File: src/design/osc_defs.vh
/*
 constants for the oscillator source control block: register offsets,
 field positions, reset values and start-up counts.
 assumes a 100 MHz pclk and an APB slave with 32-bit data.
*/
`ifndef OSC_DEFS_VH
`define OSC_DEFS_VH

// ----------------------------------------------------------------
// register byte offsets
// ----------------------------------------------------------------
`define OSC_SYSTEM_CLOCK_CTRL_OFF 12'h000
`define OSC_FAST_RC_CTRL_OFF 12'h004
`define OSC_SLOW_XTAL_CTRL_OFF 12'h008
`define OSC_PIN_SHARE_OFF 12'h00C
`define OSC_STATUS_OFF 12'h010

// ----------------------------------------------------------------
// system clock control fields
// ----------------------------------------------------------------
`define OSC_SCC_DIV_MSB 7
`define OSC_SCC_DIV_LSB 5
`define OSC_SCC_FHS_BIT 3
`define OSC_SCC_FSS_BIT 2
`define OSC_SCC_FHIDEN_BIT 1
`define OSC_SCC_FSIDEN_BIT 0
`define OSC_SCC_WMASK 8'hEF
`define OSC_SCC_RESET 8'h00
`define OSC_DIV_SLOW 3'h7

// ----------------------------------------------------------------
// fast rc control fields
// ----------------------------------------------------------------
`define OSC_FRC_SEL_MSB 3
`define OSC_FRC_SEL_LSB 2
`define OSC_FRC_RESET 2'h0
`define OSC_FRC_4MHZ 2'h0
`define OSC_FRC_8MHZ 2'h1
`define OSC_FRC_12MHZ 2'h2

// ----------------------------------------------------------------
// slow crystal control fields
// ----------------------------------------------------------------
`define OSC_LXT_SP_BIT 2
`define OSC_LXT_RDY_BIT 1
`define OSC_LXT_EN_BIT 0

// ----------------------------------------------------------------
// status fields
// ----------------------------------------------------------------
`define OSC_ST_HALT_BIT 0
`define OSC_ST_SYSRUN_BIT 1
`define OSC_ST_SUBRUN_BIT 2
`define OSC_ST_LXTUSE_BIT 3
`define OSC_ST_CFGOK_BIT 4

// ----------------------------------------------------------------
// slow crystal start-up times, in us, and cycle counts
// ----------------------------------------------------------------
`define OSC_CLK_MHZ 100
`define OSC_LXT_SPEEDUP_US 10
`define OSC_LXT_LOWPWR_US 20
// counts are the times above at OSC_CLK_MHZ, sized for the 24-bit timer
`define OSC_LXT_SPEEDUP_CYC 24'h0003E8
`define OSC_LXT_LOWPWR_CYC 24'h0007D0
`define OSC_CNT_W 24

`endif

File: src/design/osc_clk_mux.v
/*
 source selection and gating of the system and sub clock enables.
 assumes all inputs are register levels on pclk; outputs are combinational.
*/
`timescale 1ns/1ps
module osc_clk_mux (
   input wire slow_source_select,
   input wire fast_source_select,
   input wire [2:0] div_sel,
   input wire fhiden,
   input wire fsiden,
   input wire halt,
   input wire lxt_ready,
   output wire [1:0] sub_src,
   output wire [1:0] fast_src,
   output wire sys_run,
   output wire sub_run,
   output wire fast_run
);
   // 01 slow rc, 10 slow crystal
   assign sub_src = slow_source_select ? 2'h2 : 2'h1;
   // 01 fast rc, 10 fast crystal
   assign fast_src = fast_source_select ? 2'h2 : 2'h1;
   assign sys_run = !halt && (div_sel != 3'h7 || !slow_source_select || lxt_ready);
   assign sub_run = !halt || fsiden;
   assign fast_run = !halt || fhiden;
endmodule // osc_clk_mux

File: src/design/osc_lxt_startup.v
/*
 slow crystal start-up timer: counts from enable and raises ready.
 assumes enable and speed-up are register levels on pclk.
*/
`timescale 1ns/1ps
module osc_lxt_startup #(
   parameter [23:0] SPEEDUP_CYC = 24'h0003E8,
   parameter [23:0] LOWPWR_CYC = 24'h0007D0
) (
   input wire pclk,
   input wire presetn,
   input wire enable,
   input wire speedup,
   output reg ready_q
);
   reg [23:0] cnt_q;
   wire [23:0] limit = speedup ? SPEEDUP_CYC : LOWPWR_CYC;

   // ----------------------------------------------------------------
   // counter and ready flag
   // ----------------------------------------------------------------
   always @(posedge pclk or negedge presetn) begin
      if (!presetn) begin
         cnt_q <= 24'h000000;
         ready_q <= 1'b0;
      end else if (!enable) begin
         cnt_q <= 24'h000000;
         ready_q <= 1'b0;
      end else if (!ready_q) begin
         if (cnt_q + 24'h000001 >= limit) begin
            ready_q <= 1'b1;
         end
         cnt_q <= cnt_q + 24'h000001;
      end
   end
endmodule // osc_lxt_startup

File: src/design/osc_source_ctrl.v
/*
 oscillator source control: apb register file for system clock control,
 fast rc control, slow crystal control and pin sharing, with start-up
 timing and clock source selection.
 assumes apb master on pclk, presetn async active low, halt from the cpu.
*/
// Our own choices: the address map and the APB interface to the registers.
// Overview of operation
// - fast rc frequency fixed by configuration input
// - slow crystal is a slow source choice
// - slow rc is the other slow choice
// - enable bit starts crystal, ready after delay
// - speed-up bit picks low-power or speed-up
// - clearing speed-up keeps crystal running
// - power mode frozen while crystal drives system
// - low-power mode only lengthens start-up
// - unused crystal frees its pins for io
// - halt stops system clock, sub clock optional
// - slow select 0 rc, 1 crystal
// - fast select 0 rc, 1 crystal
`timescale 1ns/1ps
`include "osc_defs.vh"
module osc_source_ctrl (
   input wire pclk,
   input wire presetn,
   input wire psel,
   input wire penable,
   input wire pwrite,
   input wire [11:0] paddr,
   input wire [31:0] pwdata,
   output reg [31:0] prdata,
   output reg pready,
   output reg pslverr,
   input wire [1:0] fast_rc_cfg_freq,
   input wire halt,
   output reg [1:0] fast_rc_freq_q,
   output reg [1:0] sub_src_q,
   output reg [1:0] fast_src_q,
   output reg sys_clk_run_q,
   output reg sub_clk_run_q,
   output reg fast_clk_run_q,
   output reg slow_xtal_osc_en_q,
   output reg slow_xtal_speedup_q,
   output reg slow_xtal_pins_io_q
);
   // ----------------------------------------------------------------
   // registers
   // ----------------------------------------------------------------
   reg [7:0] system_clock_ctrl_reg_q;
   reg [1:0] fast_rc_freq_select_q;
   reg slow_xtal_enable_q;
   reg slow_xtal_speedup_bit_q;
   reg pin_share_io_q;
   reg [1:0] cfg_freq_q;
   wire slow_xtal_ready_flag;
   wire [1:0] sub_src_d;
   wire [1:0] fast_src_d;
   wire sys_run_d;
   wire sub_run_d;
   wire fast_run_d;
   wire lxt_is_sys;
   wire lxt_in_use;
   wire wr_en;
   wire rd_en;
   reg [31:0] rdata_d;
   reg err_d;

   function addr_ok;
      input [11:0] a;
      begin
         addr_ok = (a == `OSC_SYSTEM_CLOCK_CTRL_OFF) || (a == `OSC_FAST_RC_CTRL_OFF) ||
                   (a == `OSC_SLOW_XTAL_CTRL_OFF) || (a == `OSC_PIN_SHARE_OFF) ||
                   (a == `OSC_STATUS_OFF);
      end
   endfunction

   assign wr_en = psel && penable && pwrite && pready;
   assign rd_en = psel && !penable;
   assign lxt_is_sys = (system_clock_ctrl_reg_q[`OSC_SCC_DIV_MSB:`OSC_SCC_DIV_LSB] == `OSC_DIV_SLOW) &&
                       system_clock_ctrl_reg_q[`OSC_SCC_FSS_BIT];
   assign lxt_in_use = slow_xtal_enable_q || system_clock_ctrl_reg_q[`OSC_SCC_FSS_BIT];

   // ----------------------------------------------------------------
   // configuration input capture, every cycle after reset
   // ----------------------------------------------------------------
   always @(posedge pclk or negedge presetn) begin
      if (!presetn) begin
         cfg_freq_q <= `OSC_FRC_4MHZ;
      end else begin
         cfg_freq_q <= fast_rc_cfg_freq;
      end
   end

   // ----------------------------------------------------------------
   // register writes
   // ----------------------------------------------------------------
   always @(posedge pclk or negedge presetn) begin
      if (!presetn) begin
         system_clock_ctrl_reg_q <= `OSC_SCC_RESET;
         fast_rc_freq_select_q <= `OSC_FRC_RESET;
         slow_xtal_enable_q <= 1'b0;
         slow_xtal_speedup_bit_q <= 1'b0;
         pin_share_io_q <= 1'b0;
      end else if (wr_en) begin
         case (paddr)
            `OSC_SYSTEM_CLOCK_CTRL_OFF: begin
               system_clock_ctrl_reg_q <= pwdata[7:0] & `OSC_SCC_WMASK;
            end
            `OSC_FAST_RC_CTRL_OFF: begin
               fast_rc_freq_select_q <= pwdata[`OSC_FRC_SEL_MSB:`OSC_FRC_SEL_LSB];
            end
            `OSC_SLOW_XTAL_CTRL_OFF: begin
               slow_xtal_enable_q <= pwdata[`OSC_LXT_EN_BIT];
               if (!lxt_is_sys) begin
                  slow_xtal_speedup_bit_q <= pwdata[`OSC_LXT_SP_BIT];
               end
            end
            `OSC_PIN_SHARE_OFF: begin
               pin_share_io_q <= pwdata[0];
            end
            default: begin
            end
         endcase
      end
   end

   // ----------------------------------------------------------------
   // start-up timer and source selection
   // ----------------------------------------------------------------
   osc_lxt_startup #(
      .SPEEDUP_CYC(`OSC_LXT_SPEEDUP_CYC),
      .LOWPWR_CYC(`OSC_LXT_LOWPWR_CYC)
   ) u_startup (
      .pclk(pclk),
      .presetn(presetn),
      .enable(slow_xtal_enable_q),
      .speedup(slow_xtal_speedup_bit_q),
      .ready_q(slow_xtal_ready_flag)
   );

   osc_clk_mux u_mux (
      .slow_source_select(system_clock_ctrl_reg_q[`OSC_SCC_FSS_BIT]),
      .fast_source_select(system_clock_ctrl_reg_q[`OSC_SCC_FHS_BIT]),
      .div_sel(system_clock_ctrl_reg_q[`OSC_SCC_DIV_MSB:`OSC_SCC_DIV_LSB]),
      .fhiden(system_clock_ctrl_reg_q[`OSC_SCC_FHIDEN_BIT]),
      .fsiden(system_clock_ctrl_reg_q[`OSC_SCC_FSIDEN_BIT]),
      .halt(halt),
      .lxt_ready(slow_xtal_ready_flag),
      .sub_src(sub_src_d),
      .fast_src(fast_src_d),
      .sys_run(sys_run_d),
      .sub_run(sub_run_d),
      .fast_run(fast_run_d)
   );

   // ----------------------------------------------------------------
   // registered outputs
   // ----------------------------------------------------------------
   always @(posedge pclk or negedge presetn) begin
      if (!presetn) begin
         fast_rc_freq_q <= `OSC_FRC_4MHZ;
         sub_src_q <= 2'h1;
         fast_src_q <= 2'h1;
         sys_clk_run_q <= 1'b0;
         sub_clk_run_q <= 1'b0;
         fast_clk_run_q <= 1'b0;
         slow_xtal_osc_en_q <= 1'b0;
         slow_xtal_speedup_q <= 1'b0;
         slow_xtal_pins_io_q <= 1'b0;
      end else begin
         fast_rc_freq_q <= cfg_freq_q;
         sub_src_q <= sub_src_d;
         fast_src_q <= fast_src_d;
         sys_clk_run_q <= sys_run_d;
         sub_clk_run_q <= sub_run_d;
         fast_clk_run_q <= fast_run_d;
         slow_xtal_osc_en_q <= slow_xtal_enable_q;
         slow_xtal_speedup_q <= slow_xtal_speedup_bit_q;
         slow_xtal_pins_io_q <= pin_share_io_q && !lxt_in_use;
      end
   end

   // ----------------------------------------------------------------
   // apb read and answer
   // ----------------------------------------------------------------
   always @* begin
      rdata_d = 32'h00000000;
      err_d = !addr_ok(paddr);
      case (paddr)
         `OSC_SYSTEM_CLOCK_CTRL_OFF: begin
            rdata_d[7:0] = system_clock_ctrl_reg_q;
         end
         `OSC_FAST_RC_CTRL_OFF: begin
            rdata_d[`OSC_FRC_SEL_MSB:`OSC_FRC_SEL_LSB] = fast_rc_freq_select_q;
         end
         `OSC_SLOW_XTAL_CTRL_OFF: begin
            rdata_d[`OSC_LXT_EN_BIT] = slow_xtal_enable_q;
            rdata_d[`OSC_LXT_RDY_BIT] = slow_xtal_ready_flag;
            rdata_d[`OSC_LXT_SP_BIT] = slow_xtal_speedup_bit_q;
         end
         `OSC_PIN_SHARE_OFF: begin
            rdata_d[0] = pin_share_io_q;
         end
         `OSC_STATUS_OFF: begin
            rdata_d[`OSC_ST_HALT_BIT] = halt;
            rdata_d[`OSC_ST_SYSRUN_BIT] = sys_clk_run_q;
            rdata_d[`OSC_ST_SUBRUN_BIT] = sub_clk_run_q;
            rdata_d[`OSC_ST_LXTUSE_BIT] = lxt_in_use;
            rdata_d[`OSC_ST_CFGOK_BIT] = (fast_rc_freq_select_q == cfg_freq_q);
         end
         default: begin
         end
      endcase
   end

   always @(posedge pclk or negedge presetn) begin
      if (!presetn) begin
         pready <= 1'b0;
         pslverr <= 1'b0;
         prdata <= 32'h00000000;
      end else if (rd_en) begin
         pready <= 1'b1;
         pslverr <= err_d;
         prdata <= pwrite ? 32'h00000000 : rdata_d;
      end else begin
         pready <= 1'b0;
         pslverr <= 1'b0;
      end
   end
endmodule // osc_source_ctrl

File: config.mk
export PLATFORM = sky130hd
export DESIGN_NAME = osc_source_ctrl
export DESIGN_NICKNAME = d
export VERILOG_FILES = /design/src/design/osc_clk_mux.v /design/src/design/osc_lxt_startup.v /design/src/design/osc_source_ctrl.v
export VERILOG_INCLUDE_DIRS = /design/src /design/src/design
export SDC_FILE = /design/constraint.sdc
export NUM_CORES = 1
export LEC_CHECK = 0
export BUFFER_PORTS_ARGS = -buffer_cell sky130_fd_sc_hd__buf_2
export CAP_MARGIN = 20
export CORE_MARGIN = 4
export CORE_UTILIZATION = 56
export DETAILED_ROUTE_END_ITERATION = 8
export PLACE_DENSITY = 0.85
export SLEW_MARGIN = 20
export SYNTH_ARGS = -nofsm -noshare
export SYNTH_HDL_FRONTEND = slang
export SYNTH_SLANG_ARGS = --single-unit
File: constraint.sdc
create_clock -name pclk -period 4.2 [get_ports pclk]
set_input_delay 0.42 -clock pclk [delete_from_list [all_inputs] [get_ports pclk]]
set_output_delay 0.42 -clock pclk [all_outputs]
set_load 0.05 [all_outputs]
### Word-level counts from Yosys, hierarchy flattened

Index checks and enable logic that the tools add are counted.

* bitwise operators: 1
* equality and inequality tests: 8
* add/sub/neg operators: 1
* reductions and logical operators: 27
* muxes and demuxes: 17
* $lt $le $gt $ge: 1

Operators with widths (count)
* two-way mux 24 bit: 2
* adder 24 x 1 -> 24 bit, second input constant: 1
* equality test 12 x 4 -> 1 bit, second input constant: 2
* >= comparator 24 bit: 1
* equality test 12 x 3 -> 1 bit, second input constant: 1
* equality test 12 x 5 -> 1 bit, second input constant: 1
* logical NOT 12 bit: 1
* two-way mux 11 bit: 1
* logical OR 1 bit: 9
* two-way mux 8 bit: 1
* case mux 1 bit (4 select lines): 2
* AND reduction 2 bit: 4
* logical AND 1 bit: 7
* two-way mux 1 bit: 6
* case mux 1 bit (3 select lines): 2
* logical NOT 1 bit: 5
* two-way mux 2 bit: 2
* equality test 3 bit, second input constant: 1
* two-way mux 3 bit: 1
* != test 3 bit, second input constant: 1
* AND reduction 3 bit: 1
* equality test 2 bit: 1
* != test 2 bit, second input constant: 1
* inverter 1 bit: 1

* input bits: 52
* output and inout port bits: 46
* word-level logic and storage cells: 75
* flip-flop bits (word level): 85

### Logic depth before layout (Yosys ltp)

* word-level depth: 7
* mapped depth: 12
* depth with buffers taken out: 12

### By module

Synthesis repeated with hierarchy kept, for this count alone.

* cells, all modules: 330
* area, all modules: 3369.5 um^2

By module, submodules not included
* osc_lxt_startup: cells each 188, instances 1, sequential area each 625.6 um^2, area each 1664.1 um^2
* osc_source_ctrl: cells each 134, instances 1, sequential area each 903.4 um^2, area each 1651.6 um^2
* osc_clk_mux: cells each 8, instances 1, sequential area each 0.0 um^2, area each 53.8 um^2

### Least setup slack after synthesis

No wires, ideal clock.

* kind: reg-to-reg
* from: register u_startup.cnt_q[0]
* to: register u_startup.ready_q
* data arrival time: 2044 ps
* required time: 4062 ps
* slack: 2019 ps
* setup time: 138 ps
* period minus slack after synthesis: 2181 ps
* path buffers: 0
* stages on the path, launching flop included: 13
* cell sequence: dfrtp_1 ha_1 and3_2 nand2_1 nor2_1 xor2_1 ha_1 nor2_1 nand3_1 nor4_1 o22ai_1 o31ai_1 o211ai_1

* word-level cells in the longest chain between the ends: 5

Ends and longest elaborated chain
* from (decl): line osc_lxt_startup.v:16 `reg [23:0] cnt_q;`
* from (signal assigned): line osc_lxt_startup.v:33 `cnt_q <= cnt_q + 24'h000001;`
* adder 24 x 1 -> 24 bit: line osc_lxt_startup.v:30 `if (cnt_q + 24'h000001 >= limit) begin`
* >= comparator 24 bit: line osc_lxt_startup.v:30
* two-way mux 1 bit: line osc_lxt_startup.v:30
* two-way mux 1 bit: line osc_lxt_startup.v:29 `end else if (!ready_q) begin`
* two-way mux 1 bit: line osc_lxt_startup.v:26 `end else if (!enable) begin`
* to (signal assigned): line osc_lxt_startup.v:25 `ready_q <= 1'b0;`
* to (signal assigned): line osc_lxt_startup.v:28 `ready_q <= 1'b0;`
* to (signal assigned): line osc_lxt_startup.v:31 `ready_q <= 1'b1;`
* to (decl): line osc_lxt_startup.v:14 `output reg ready_q`

Every way passes these cells.
A chain may end at the register's enable or synchronous reset.

### Worst setup path after layout

Ends and elaborated chain as after synthesis.

==> impl_metrics.toml <==
[status]
status = "finished, final reports clean"

[layout]
synthToLayoutAreaGrowth_pct = 12.3
drive_gt1_share_pct = 24.1
fill_cells = 454
antenna-diode-count = 0
final_nets = 442
multi_input_area_sq_um = 1670
regArea_sq_um = 1530

[timing]
finalHoldViolations = 0
slew_viol_final = 0
period_share_pct = 58.2
max_freq_mhz = 409
finClkSkew_ns = 0.0101
worst_slew_pin_slew_ns = 0.797
period_needed_ns = 2.45
slew_headroom_pct = 46.9
hold_slack_ns = 0.178
rsz0062_at_grt = "false"
finalSetupTns_ns = 0
finalSetupViolations = 0

[logic_synthesis]
ys_types = 57
synth_edf_count = 0
ys_seq_elements = 61
netlist_top_cells_area = "dfrtp_1, buf_4, mux2_2, and2_1, xnor2_1"
synth_top_area_share_pct = 43.6
synth_warnings = 0
yosysTopAreaCell = "dfrtp_1"
netlist_area_sq_um = 3380
ys_seq_area_share_pct = 45.2
async_flop_share_pct = 100
syn_inst = 340
synthMostInstantiatedCell = "dfrtp_1"
synth_area_per_cell_sq_um = 9.95
synthTopCellsByCount = "dfrtp_1, nor2_1, buf_4, nand2_1, and2_1"
ys.flop_type = "dfrtp_1"

[global_route]
antenna_found_initial = 0
grt_pass1_wl_mm = 11.8
gr-total-overflow = 0
grt_start_max_net_pins = 62
grt_usage_pct = 20.5
grt_pass1_vias = 2477

[setup_path]
crit_arrival_ns = 2.71
cp_cell_sequence = "ha_1 > and3_2 > nand2_1 > nor2_1 > xor2_1 > ha_1 > nand2_1 > a2111oi_0 > o31ai_1 > o211ai_1"
worstPathMaxFanout = 5
slowest_stage = "a2111oi_0"
path_delay_family = "compound AO/OA/AOI/OAI gates"
endpoint_kind = "flop"
reg2reg_from = "u_startup.cnt_q[0]$_DFFE_PN0P_"
critPathMaxStageDelay_ns = 0.47
crit_start = "u_startup.cnt_q[0]$_DFFE_PN0P_"
worstSetupPathType = "reg2reg"
cp_num_buf_inv = 0
startpoint_type = "flop"
worstPathRequired_ns = 4.47

[clock_network]
post_cts_resized = 0
cts_sinks = 61
clk_pin_slew_worst_paths_ns = 0.07
cts_tree = "built"
cts_buffers = 9
hold_buffers = 0
post_cts_buffers = 0
h-tree-depth = 3
clockRootBuffer = "clkbuf_8"
insertion_delay_ns = 0.35
clock_path_buffers = 2

[route]
drt-initial-drc-count = 235
drc = 0
routed_via_density = 5.65
antenna_left = 0
vias = 2629
drt_first_pass_iters = 5
wl_mm = 7.08
wl_per_cell_microns = 15.2

[placed_design]
portBuffers = 48
gp_congestion = 0.840
dpl.hpwl_mm = 4.87

[pwr]
internal_power_mw = 0.944
switching_share_pct = 26.4
seqPwrFrac_pct = 46.3
clkPwrFrac_pct = 45.6
peakVddDrop_uv = 302
p_comb_share_pct = 8.1
powerDensity_nw_per_um2 = 338
p_switching_mw = 0.338
p_leak_nw = 1.82

[die]
fp.dieW_microns = 85.7
die_y_microns = 85.7
row_count = 28
io_pins = 98
design.core.area_sq_um = 5890
initial_utilization_pct = 57.5
fp.dieArea_sq_um = 7350

[min_path]
hold_class = "in2reg"
hp-start = "fast_rc_cfg_freq[0]"

[run]
drv_cap = 0
## layer usage
| layer | GRT usage, % | part of all wire [%] | vias to the layer above |
|---|---|---|---|
| met5 | 0 | 0 | - |
| met2 | 32.1 | 49 | 111 |
| met4 | 10.5 | 2.5 | 0 |
| met1 | 26.7 | 42 | 1267 |
| li1 | - | - | 1232 |
| met3 | 4.80 | 6.2 | 19 |
## registers in the layout, summed over array words and instances (netlist names), 2 cells and up
| register | flops |
|---|---|
| cfg_freq_q | 2 |
| sub_src_q | 2 |
| u_startup.cnt_q | 24 |
| fast_rc_freq_select_q | 2 |
| fast_src_q | 2 |
| prdata | 8 |
| fast_rc_freq_q | 2 |
| system_clock_ctrl_reg_q | 7 |
## layout make-up
cell class / instances / share of cell area (%)
clock inverters: 7 / 2.60
clock buffers: 9 / 3.26
flip-flops and latches: 61 / 40.3
inverters: 10 / 0.988
multi-input cells: 254 / 43.9
well taps: 75 / 2.47
repair buffers: 49 / 6.52
## layout by cell type, fill, tap and decap left out, types with 3 or more instances in the layout
cell type | netlist | routed
conb_1 | 1 | 24
inv_1 | 10 | 10
nand2b_1 | 4 | 4
and2_1 | 20 | 20
clkbuf_8 | 0 | 9
a21boi_1 | 3 | 3
nand4_1 | 8 | 8
or3_1 | 5 | 5
mux2_2 | 13 | 13
a21oi_1 | 3 | 3
a31oi_1 | 3 | 3
o31ai_1 | 3 | 3
mux2i_1 | 4 | 4
xor2_1 | 14 | 14
a21boi_0 | 3 | 3
ha_1 | 5 | 5
o21ai_0 | 11 | 11
a22o_1 | 3 | 3
nand2_1 | 24 | 24
buf_2 | 2 | 48
and3_1 | 4 | 4
dfrtp_1 | 59 | 59
nor3_1 | 9 | 9
nand3_1 | 14 | 14
nor2_1 | 25 | 25
nor4_1 | 3 | 3
xnor2_1 | 14 | 14
## stage by stage
step	cell area (sq um)	setup slack [ns]	total power, mW	std cells	utilization, %
after global placement	3580	1.84	0.707	449	60.8
after global routing	3800	1.54	1.32	465	64.5
final	3800	1.75	1.28	465	64.5
after floorplan	3470	2.02	0.694	363	-
after detailed placement	3580	1.81	0.708	449	60.8
after CTS	3800	1.79	1.29	465	64.5
## logic make-up after synthesis
logic type	after synthesis	synth area share, %
AOI/OAI and AO/OA	45	9.32
other	1	0.111
buffers and inverters	48	8.06
muxes	17	5.51
adders and majority gates	5	1.85
and+or+nand+nor	135	22.7
xor gates and xnor gates	28	7.25
DFF	61	45.2
## path summary, 6_finish.rpt
check                                                       end  depth (start not counted)  slack, ns
max in group asynchronous               sub_clk_run_q$_DFF_PN0_                          2       3.48
worst max register to register      u_startup.ready_q$_DFF_PN0_                         10       1.75
worst min-delay path                    cfg_freq_q[0]$_DFF_PN0_                          1       0.18
worst max-delay path                u_startup.ready_q$_DFF_PN0_                         10       1.75
min in group asynchronous       u_startup.cnt_q[17]$_DFFE_PN0P_                          2       0.21
worst min register to register      fast_rc_freq_q[0]$_DFF_PN0_                          0       0.42
## power groups by stage
stage	Sequential [mW]	Clock, mW	Combinational [mW]
finish	0.594	0.584	0.104
global route	0.594	0.619	0.111
CTS	0.594	0.597	0.104
detailed placement	0.605	0	0.104
global placement	0.605	0	0.102
floorplan	0.617	0	0.0769
(Power assumes the default switching activity.)
